### src/hw/mqws_pkg.sv
// Constants and carrier types for the multi-queue write port select.
// Assumes one 10 MHz clock and a synchronous active-low reset.
// Operation
// - Store word only while write strobe low
// - Queue selection ignores write strobe level
// - New queue written from second edge on
// - Selection edge and next use old queue
// - Flag bus selection needs no write strobe
// - Select bus is six bits wide
// - Low three select bits pick queue
// - High three bits must match device id
// - Queue selection captured while address latch high
// - Flag strobe picks device driving flag bus
// - Flag selection ignores low select bits
// - Flag selection edge keeps previous write queue
package mqws_pkg;

  ////////////////////////////////////////////////////////////////////////
  // Widths and sizes
  localparam int DATA_W = 18; // Input word width
  localparam int QUEUES = 8; // Queues per device
  localparam int Q_W = 3; // Queue index width
  localparam int DEV_W = 3; // Device index width
  localparam int SEL_W = 6; // Select bus width
  localparam int SEL_Q_LSB = 0; // Queue field position
  localparam int SEL_DEV_LSB = 3; // Device field position
  localparam int PTR_W = 4; // Per-queue pointer width
  localparam int CNT_W = 5; // Per-queue fill count width
  localparam int ADDR_W = Q_W + PTR_W; // Memory address width
  localparam int MEM_WORDS = 128; // Storage words, all queues

  ////////////////////////////////////////////////////////////////////////
  // Levels and reset values
  localparam logic [CNT_W-1:0] Q_DEPTH = 5'h10; // Words per queue
  localparam logic [CNT_W-1:0] AF_LEVEL = 5'h0c; // Almost-full level
  localparam logic [Q_W-1:0] RST_QUEUE = 3'h0; // Queue after reset
  localparam logic [DEV_W-1:0] RST_DEV = 3'h0; // Device after reset

  ////////////////////////////////////////////////////////////////////////
  // Write port pins travelling together through the synchroniser
  typedef struct packed {
    logic writeStrobeN; // Active-low write strobe
    logic writeAddrLatch; // Queue change strobe
    logic flagStrobe; // Flag bus device select strobe
    logic [SEL_W-1:0] writeSelectBus; // Queue and device index
    logic [DATA_W-1:0] dataIn; // Input word
  } mqws_pins_t;

  // Idle pin state: strobes inactive
  localparam mqws_pins_t PINS_IDLE = '{writeStrobeN: 1'b1, default: '0};

endpackage

### src/hw/mqws_mem.sv
// Storage array shared by all eight queues.
// Assumes the caller keeps write and read addresses in range.
`timescale 1ns/1ps
module mqws_mem
  import mqws_pkg::*;
(
  input wire logic clk,
  input wire logic we,
  input wire logic [ADDR_W-1:0] wAddr,
  input wire logic [DATA_W-1:0] wData,
  input wire logic re,
  input wire logic [ADDR_W-1:0] rAddr,
  output logic [DATA_W-1:0] rData_q
);

  logic [DATA_W-1:0] mem [MEM_WORDS]; // Word array, no reset
  logic [DATA_W-1:0] rData_d; // Next read word

  ////////////////////////////////////////////////////////////////////////
  // Read word held until the next read
  always_comb
  begin
    rData_d = re ? mem[rAddr] : rData_q;
  end

  // Array write and registered read data
  always_ff @(posedge clk)
  begin
    if (we)
    begin
      mem[wAddr] <= wData;
    end
    rData_q <= rData_d;
  end

endmodule // mqws_mem

### src/hw/mqws_write_port.sv
// Write port queue select and expansion device select of a multi-queue
// buffer, with per-queue storage, fill counts and almost-full flag bus.
// Assumes free-running clk; pins arrive asynchronously, read side is
// on-chip logic on the same clock.
`timescale 1ns/1ps
module mqws_write_port
  import mqws_pkg::*;
(
  input wire logic clk,
  input wire logic rst_n,
  input wire logic writeStrobeN,
  input wire logic writeAddrLatch,
  input wire logic flagStrobe,
  input wire logic [SEL_W-1:0] writeSelectBus,
  input wire logic [DATA_W-1:0] dataIn,
  input wire logic [DEV_W-1:0] devIdStrap,
  input wire logic readReq,
  input wire logic [Q_W-1:0] readQueue,
  output logic [DATA_W-1:0] readData_q,
  output logic readValid_q,
  output logic fullFlagN_q,
  output logic [QUEUES-1:0] almostFullFlagBus_q,
  output logic almostFullFlagOe_q
);

  ////////////////////////////////////////////////////////////////////////
  // Helpers

  // Queue has no room left
  function automatic logic qFull(input logic [CNT_W-1:0] c);
    qFull = (c >= Q_DEPTH);
  endfunction

  ////////////////////////////////////////////////////////////////////////
  // Pin synchroniser: two stages before any logic looks at a pin

  mqws_pins_t pinsRaw; // Pins gathered
  mqws_pins_t pins1_q, pins1_d; // First stage, read by second only
  mqws_pins_t pins2_q, pins2_d; // Second stage, usable
  logic [DEV_W-1:0] strap1_q, strap1_d; // Strap first stage
  logic [DEV_W-1:0] strap2_q, strap2_d; // Strap second stage
  logic [DEV_W-1:0] devId_q, devId_d; // Own expansion id

  assign pinsRaw = '{writeStrobeN: writeStrobeN,
                     writeAddrLatch: writeAddrLatch,
                     flagStrobe: flagStrobe,
                     writeSelectBus: writeSelectBus,
                     dataIn: dataIn};

  // Shift stages; id caught while reset is held
  always_comb
  begin
    pins1_d = pinsRaw;
    pins2_d = pins1_q;
    strap1_d = devIdStrap;
    strap2_d = strap1_q;
    devId_d = rst_n ? devId_q : strap2_q; // Strap is static after reset
  end

  // Strobes reset to idle so no false selection after reset
  always_ff @(posedge clk)
  begin
    if (!rst_n)
    begin
      pins1_q <= PINS_IDLE;
      pins2_q <= PINS_IDLE;
    end
    else
    begin
      pins1_q <= pins1_d;
      pins2_q <= pins2_d;
    end
    strap1_q <= strap1_d;
    strap2_q <= strap2_d;
    devId_q <= devId_d;
  end

  ////////////////////////////////////////////////////////////////////////
  // Queue and device selection

  logic capture; // Queue change this cycle
  logic flagSel; // Flag bus device change this cycle
  logic [Q_W-1:0] selQueue; // Queue field of select bus
  logic [DEV_W-1:0] selDev; // Device field of select bus
  logic [Q_W-1:0] pendQueue_q, pendQueue_d; // Captured queue
  logic [DEV_W-1:0] pendDev_q, pendDev_d; // Captured device
  logic [Q_W-1:0] activeQueue_q, activeQueue_d; // Queue being written
  logic activeHit_q, activeHit_d; // Selection addresses this device
  logic [DEV_W-1:0] flagDev_q, flagDev_d; // Device owning flag bus

  assign capture = pins2_q.writeAddrLatch;
  assign flagSel = pins2_q.flagStrobe;
  assign selQueue = pins2_q.writeSelectBus[SEL_Q_LSB +: Q_W];
  assign selDev = pins2_q.writeSelectBus[SEL_DEV_LSB +: DEV_W];

  // Selection passes a pending stage before it steers writes
  always_comb
  begin
    pendQueue_d = pendQueue_q;
    pendDev_d = pendDev_q;
    flagDev_d = flagDev_q;
    if (capture)
    begin
      pendQueue_d = selQueue;
      pendDev_d = selDev;
    end
    if (flagSel)
    begin
      flagDev_d = selDev;
    end
    // One extra stage: selection edge and next edge keep old queue
    activeQueue_d = pendQueue_q;
    activeHit_d = (pendDev_q == devId_q);
  end

  // Selection registers
  always_ff @(posedge clk)
  begin
    if (!rst_n)
    begin
      pendQueue_q <= RST_QUEUE;
      pendDev_q <= RST_DEV;
      activeQueue_q <= RST_QUEUE;
      activeHit_q <= 1'b0;
      flagDev_q <= RST_DEV;
    end
    else
    begin
      pendQueue_q <= pendQueue_d;
      pendDev_q <= pendDev_d;
      activeQueue_q <= activeQueue_d;
      activeHit_q <= activeHit_d;
      flagDev_q <= flagDev_d;
    end
  end

  ////////////////////////////////////////////////////////////////////////
  // Per-queue pointers and fill counts

  logic [PTR_W-1:0] wrPtr_q [QUEUES];
  logic [PTR_W-1:0] wrPtr_d [QUEUES];
  logic [PTR_W-1:0] rdPtr_q [QUEUES];
  logic [PTR_W-1:0] rdPtr_d [QUEUES];
  logic [CNT_W-1:0] cnt_q [QUEUES];
  logic [CNT_W-1:0] cnt_d [QUEUES];
  logic memWe; // Word stored this cycle
  logic rdOk; // Word popped this cycle
  logic [ADDR_W-1:0] memWAddr; // Store address
  logic [ADDR_W-1:0] memRAddr; // Fetch address

  // Full queue drops the word rather than overwrite older data
  assign memWe = !pins2_q.writeStrobeN && activeHit_q
                 && !qFull(cnt_q[activeQueue_q]);
  assign rdOk = readReq && (cnt_q[readQueue] != '0);
  assign memWAddr = {activeQueue_q, wrPtr_q[activeQueue_q]};
  assign memRAddr = {readQueue, rdPtr_q[readQueue]};

  // Advance pointers and counts of the touched queues
  always_comb
  begin
    logic inc;
    logic dec;
    inc = 1'b0;
    dec = 1'b0;
    for (int i = 0; i < QUEUES; i++)
    begin
      inc = memWe && (activeQueue_q == Q_W'(i));
      dec = rdOk && (readQueue == Q_W'(i));
      wrPtr_d[i] = wrPtr_q[i] + PTR_W'(inc);
      rdPtr_d[i] = rdPtr_q[i] + PTR_W'(dec);
      cnt_d[i] = cnt_q[i] + CNT_W'(inc) - CNT_W'(dec);
    end
  end

  // Pointer and count registers
  always_ff @(posedge clk)
  begin
    for (int i = 0; i < QUEUES; i++)
    begin
      if (!rst_n)
      begin
        wrPtr_q[i] <= '0;
        rdPtr_q[i] <= '0;
        cnt_q[i] <= '0;
      end
      else
      begin
        wrPtr_q[i] <= wrPtr_d[i];
        rdPtr_q[i] <= rdPtr_d[i];
        cnt_q[i] <= cnt_d[i];
      end
    end
  end

  // Storage with registered read word
  mqws_mem uMem (
    .clk(clk),
    .we(memWe),
    .wAddr(memWAddr),
    .wData(pins2_q.dataIn),
    .re(rdOk),
    .rAddr(memRAddr),
    .rData_q(readData_q)
  );

  ////////////////////////////////////////////////////////////////////////
  // Status outputs

  logic readValid_d; // Read word valid next cycle
  logic fullFlagN_d; // Active queue full, low true
  logic [QUEUES-1:0] afBus_d; // Almost-full per queue, low true
  logic afOe_d; // This device owns the flag bus

  // Flags; bus driven only by the device picked with the flag strobe, or by device 0 from reset until the first flag strobe
  always_comb
  begin
    readValid_d = rdOk;
    fullFlagN_d = !qFull(cnt_q[activeQueue_q]);
    for (int i = 0; i < QUEUES; i++)
    begin
      afBus_d[i] = !(cnt_q[i] >= AF_LEVEL);
    end
    afOe_d = (flagDev_q == devId_q);
  end

  // Status registers
  always_ff @(posedge clk)
  begin
    if (!rst_n)
    begin
      readValid_q <= 1'b0;
      fullFlagN_q <= 1'b1;
      almostFullFlagBus_q <= '1;
      almostFullFlagOe_q <= 1'b0;
    end
    else
    begin
      readValid_q <= readValid_d;
      fullFlagN_q <= fullFlagN_d;
      almostFullFlagBus_q <= afBus_d;
      almostFullFlagOe_q <= afOe_d;
    end
  end
endmodule // mqws_write_port

### config.mk
export PLATFORM = sky130hd
export DESIGN_NAME = mqws_write_port
export DESIGN_NICKNAME = d
export VERILOG_FILES = /design/src/hw/mqws_pkg.sv /design/src/hw/mqws_mem.sv /design/src/hw/mqws_write_port.sv
export SDC_FILE = /design/constraint.sdc
export NUM_CORES = 2
export LEC_CHECK = 0
export BUFFER_PORTS_ARGS = -buffer_cell sky130_fd_sc_hd__buf_2
export CORE_MARGIN = 2
export CORE_UTILIZATION = 50
export CTS_CLUSTER_SIZE = 25
export DETAILED_ROUTE_END_ITERATION = 12
export PLACE_DENSITY_LB_ADDON = 0.05
export SLEW_MARGIN = 20
export SYNTH_ARGS = -nofsm -noshare
export SYNTH_HDL_FRONTEND = slang
export SYNTH_SLANG_ARGS = --single-unit
### constraint.sdc
create_clock -name clk -period 6 [get_ports clk]
set_input_delay 0.3 -clock clk [delete_from_list [all_inputs] [get_ports clk]]
set_output_delay 0.3 -clock clk [all_outputs]
set_load 0.02 [all_outputs]
### Word level (Yosys, flattened, before mapping)

Memories as Yosys holds them, arrays and structs flattened. A register that Yosys moved wholly into a read port is not among the register bits.
Index checks and enable logic that the tools add are counted.

| storage, ports and cells | value |
|---|---|
| input bits | 36 |
| output and inout bits | 29 |
| memories | 4 |
| register bits | 87 |
| RAM bits | 2408 |

Memory list:

| memory | depth | width | read ports | clocked after Yosys merged registers in | write ports | RTL line | source |
|---|---|---|---|---|---|---|---|
| uMem.mem | 128 | 18 | 1 | 1 | 1 | mqws_mem.sv:16 | `logic [DATA_W-1:0] mem [MEM_WORDS];` |
| cnt_q | 8 | 5 | 10 | 1 | 8 | mqws_write_port.sv:144 | `logic [CNT_W-1:0] cnt_q [QUEUES];` |
| rdPtr_q | 8 | 4 | 9 | 0 | 8 | mqws_write_port.sv:142 | `logic [PTR_W-1:0] rdPtr_q [QUEUES];` |
| wrPtr_q | 8 | 4 | 9 | 1 | 8 | mqws_write_port.sv:140 | `logic [PTR_W-1:0] wrPtr_q [QUEUES];` |

| operators by class | value |
|---|---|
| reductions and logical operators | 32 |
| order comparisons | 9 |
| add/subtract/negate cells | 32 |
| bitwise gates (word level) | 24 |
| equality and inequality tests | 16 |
| multiplexer cells | 30 |

Operator list:

| cell | count |
|---|---|
| $add 4x1->4 | 16 |
| $mux 4 | 16 |
| $add 5x1->5 | 8 |
| $ge 5x4->1 const B | 8 |
| $mux 5 | 8 |
| $sub 5x1->5 | 8 |
| $eq 3x3->1 const B | 8 |
| $or 1x1->1 | 24 |
| $logic_and 1x1->1 | 19 |
| $eq 3x2->1 const B | 4 |
| $logic_not 1->1 | 10 |
| $eq 3x1->1 const B | 2 |
| $eq 3x3->1 | 2 |
| $logic_not 3->1 | 2 |
| $mux 3 | 2 |
| $ge 5x5->1 const B | 1 |
| $reduce_bool 5->1 | 1 |
| $mux 1 | 4 |

### Depth between registers and ports, before layout

| logic depth | value |
|---|---|
| depth after elaboration | 7 |
| depth in mapped cells | 21 |

### Cells and area by module

Synthesis repeated with hierarchy kept, for this count alone.

| unflattened totals | value |
|---|---|
| cell total of the unflattened synthesis | 4232 |
| area, all modules | 96716.5 µm² |

Modules (own cells, without submodules):

| module | instances | area an instance (µm²) | cells an instance |
|---|---|---|---|
| mqws_mem | 1 | 88427.3 | 3449 |
| mqws_write_port | 1 | 8289.2 | 783 |

### Worst setup path after synthesis

Ideal clock, no wire load.

| timing path | value |
|---|---|
| path kind | input port to flip-flop |
| start point | input readQueue[1] |
| end point | memory cnt_q[0][4] |
| arrival | 5.064 ns |
| required time | 5.872 ns |
| path slack | 0.809 ns |
| stages | 19 |
| cells stage by stage | buf_6 > buf_12 > buf_8 > clkbuf_1 > clkbuf_1 > nor4_1 > a221oi_1 > nor3_1 > nor3b_1 > nand2_1 > nor3_1 > ha_1 > inv_1 > ha_1 > fa_1 > a21o_1 > a21oi_1 > xor2_1 > nor2_1 |

RTL lines:

| what | RTL line | source |
|---|---|---|
| start, declared | mqws_write_port.sv:18 | `input wire logic [Q_W-1:0] readQueue,` |
| end, declared | mqws_write_port.sv:144 |  |

==> impl_metrics.env <==
export IMPL_crit_arrival_ns=6.07
export IMPL_num_rows=163
export IMPL_yosys_cell_types_count=64
export IMPL_seq_area_frac_synth_pct=74.1
export IMPL_cts_resized=0
export IMPL_core_mm2=0.197
export IMPL_top_usage_layer="met2"
export IMPL_grt_overflow_total=0
export IMPL_area_growth_pct=14.2
export IMPL_p_clk_share_pct=42.7
export IMPL_criticalPathCategory="flop to flop"
export IMPL_startpoint="rdPtr_q[0][0]$_SDFF_PN0_"
export IMPL_design_die_area_mm2=0.202
export IMPL_synthMuxAreaShare_pct=6.06
export IMPL_p_leak_nw=38.7
export IMPL_ant_nets=0
export IMPL_finalCritPeriodShare_pct=90.2
export IMPL_final_common_cell="edfxtp_1"
export IMPL_netlist_area_mm2=0.0994
export IMPL_seqPwrFrac_pct=52.3
export IMPL_drc_errors=0
export IMPL_drt_vias_per_instance=6.15
export IMPL_synth_cells=6829
export IMPL_rr_startpoint="rdPtr_q[0][0]$_SDFF_PN0_"
export IMPL_layout_nets=7325
export IMPL_period_needed_ns=5.41
export IMPL_met1_usage_pct=45.2
export IMPL_power_frac_comb_pct=5.0
export IMPL_vias=61614
export IMPL_slew_violations=0
export IMPL_endpoint_kind="flop"
export IMPL_synth_top_family_by_area="simple AND/OR/NAND/NOR gates"
export IMPL_synth_fa_ha_area_share_pct=1.27
export IMPL_start_kind="flop"
export IMPL_ir_drop_mv=0.239
export IMPL_async_reset_ff_share_pct=0
export IMPL_antenna_found_initial=23
export IMPL_min_delay_start="writeStrobeN"
export IMPL_track_usage_pct=31.1
export IMPL_synth_compound_area_share_pct=4.32
export IMPL_hold_viol=0
export IMPL_fillers=15737
export IMPL_ys_warn_count=0
export IMPL_place_area_mm2=0.105
export IMPL_use_met2_pct=45.7
export IMPL_p_sw_share_pct=22.1
export IMPL_worst_slew_pin_slew_ns=1.29
export IMPL_portBuffers=64
export IMPL_synth_xor_area_share_pct=0.546
export IMPL_finalSetupTns_ns=0
export IMPL_synth_fp_nets=6961
export IMPL_cts_tree="done"
export IMPL_synthSimpleGateAreaFrac_pct=11.6
export IMPL_fin_skew_ns=0.0419
export IMPL_mostFrequentLayoutCells="edfxtp_1 (2325), nand2_1 (1402), nand3_1 (672)"
export IMPL_wire_per_inst_um=31.7
export IMPL_rsz0062_at_grt="no"
export IMPL_syn_area_per_cell_um2=14.6
export IMPL_start_util_pct=50.3
export IMPL_p_sw_w=0.00819
export IMPL_ys_ff_latch=2513
export IMPL_cts_sinks=2513
export IMPL_p_int_w=0.0289
export IMPL_chipWidth_um=450
export IMPL_synth_edf_count=2325
export IMPL_clk_latency_ns=0.95
export IMPL_design_area_mm2=0.113
export IMPL_ios=65
export IMPL_cts_buffers=285
export IMPL_drv_cap=0
export IMPL_hold_path_class="primary input to flop"
export IMPL_drive_gt1_share_pct=14.0
export IMPL_p_per_area_mw_per_mm2=327
export IMPL_synth_ff_type="edfxtp_1"
export IMPL_setup_violations=0
export IMPL_worst_endpoint_required_ns=6.66
export IMPL_grt_pass1_wl_um=446000
export IMPL_max_freq_mhz=185
export IMPL_routabilityCongestion=0.952
export IMPL_first_pass_iters=8
export IMPL_h_tree_depth=5
export IMPL_crit_fanout=63
export IMPL_status="finished, final reports clean"
export IMPL_drt_iter0_drc=8524
export IMPL_cts_setup_buffers=0
export IMPL_wirelength_um=318000
export IMPL_ctsRootBufferMaster="clkbuf_16"
export IMPL_whs_ns=0.0813
export IMPL_clkTransAtPathRegs_ns=0.06
export IMPL_grt_pass1_vias=58208
export IMPL_relSlewSlack_pct=13.2
export IMPL_grt_max_degree=103
export IMPL_use_met3_pct=6.48
export IMPL_cts_path_max_buffers=4
export IMPL_die_h_um=450
export IMPL_dp_hpwl_um=198000
==> cell type report <==
| cell class | count | area [um2] | area share [%] |
|---|---|---|---|
| Clock inverter | 92 | 558 | 0.492 |
| Inverter | 67 | 251 | 0.222 |
| Antenna cell | 5 | 12.5 | 0.0110 |
| Multi-Input combinational cell | 3835 | 24000 | 21.2 |
| Sequential cell | 2513 | 73600 | 64.9 |
| Tap cell | 2640 | 3300 | 2.91 |
| Timing Repair Buffer | 491 | 4040 | 3.56 |
| Clock buffer | 374 | 7630 | 6.73 |
==> through the flow <==
stage	worst slack, ns	util [%]	std cells	power [W]
finish	0.590	57.5	10017	0.0371
global route	0.589	57.5	10014	0.0381
CTS	0.825	57.4	10011	0.0372
detailed placement	0.117	53.0	9493	0.0216
global placement	0.00869	53.0	9487	0.0215
floorplan	0.809	-	6829	0.0207
==> synthesized netlist by cell type, types with 79 or more instances <==
library cell  count  area, um2
o21ai_0          84        420
nor2_1          273       1020
and2_1          103        644
a311oi_1         79        692
buf_2           131        656
mux4_2          130       2930
a21oi_1          84        420
clkbuf_1        206        773
nand3_1         673       3370
nand2_1        1402       5260
mux2i_1         296       2960
ha_1             88       1100
dfxtp_1         188       3760
edfxtp_1       2325      69800
a221oi_1        114        998
and3_1           87        544
==> routing by layer <==
| layer | routed length (um) | part of all wire (%) |
|---|---|---|
| met4 | 14500 | 4.6 |
| met3 | 31800 | 10 |
| met1 | 131000 | 41 |
| met5 | 34 | 0.011 |
| met2 | 141000 | 44 |
==> worst max-delay path, stage by stage (launching register included) <==
cell,delay (ns)
dfxtp_1,0.33
mux2_2,0.27
mux4_4,0.94
buf_12,0.29
buf_12,0.23
buf_4,0.31
mux2i_1,0.18
a221oi_1,0.12
o21ai_0,0.66
o2111ai_1,0.73
nor3_1,0.79
a22oi_1,0.18
==> kinds of logic after synthesis <==
group                    after synthesis
AO/OA/AOI/OAI                        589
XOR/XNOR                              62
adder cells (fa/ha/maj)               96
buffers and inverters                481
flip-flops                          2513
multiplexers                         438
AND/OR/NAND/NOR                     2650
==> final timing paths <==
| kind | cells after the start | endpoint | slack [ns] |
|---|---|---|---|
| setup / recovery | 11 | uMem.rData_q[1]$_DFFE_PP_ | 0.59 |
| hold / removal | 3 | pins1_q[26]$_SDFF_PN1_ | 0.08 |
| setup reg to reg | 11 | uMem.rData_q[1]$_DFFE_PP_ | 0.59 |
| hold reg to reg | 0 | strap2_q[1]$_DFF_P_ | 0.33 |
==> state kept, by name, indices dropped and copies added, names as in the netlist, 3 cells and up <==
signal,count
uMem.rData_q,18
activeQueue_d,3
rdPtr_q,32
cnt_q,40
pins2_q,25
uMem.mem,2304
activeQueue_q,3
wrPtr_q,32
almostFullFlagBus_q,8
devId_q,3
pendDev_q,3
strap1_q,3
flagDev_q,3
pins1_q,27
strap2_q,3
==> power by group through the flow <==
stage          registers (W)  logic (W)  clock network [W]
2_1_floorplan         0.0197   0.000984                  0
3_3_place_gp          0.0197    0.00180                  0
3_5_place_dp          0.0198    0.00182                  0
4_1_cts               0.0194    0.00185             0.0160
5_1_grt               0.0194    0.00200             0.0167
6_report              0.0194    0.00187             0.0158
==> what timing repair did <==
item / in CTS / in global routing
setup endpoints to repair: 0 / 0
hold endpoints to repair: 57 / 0
hold buffers: 52 / 0
No activity file was read; power rests on OpenSTA's default activity.
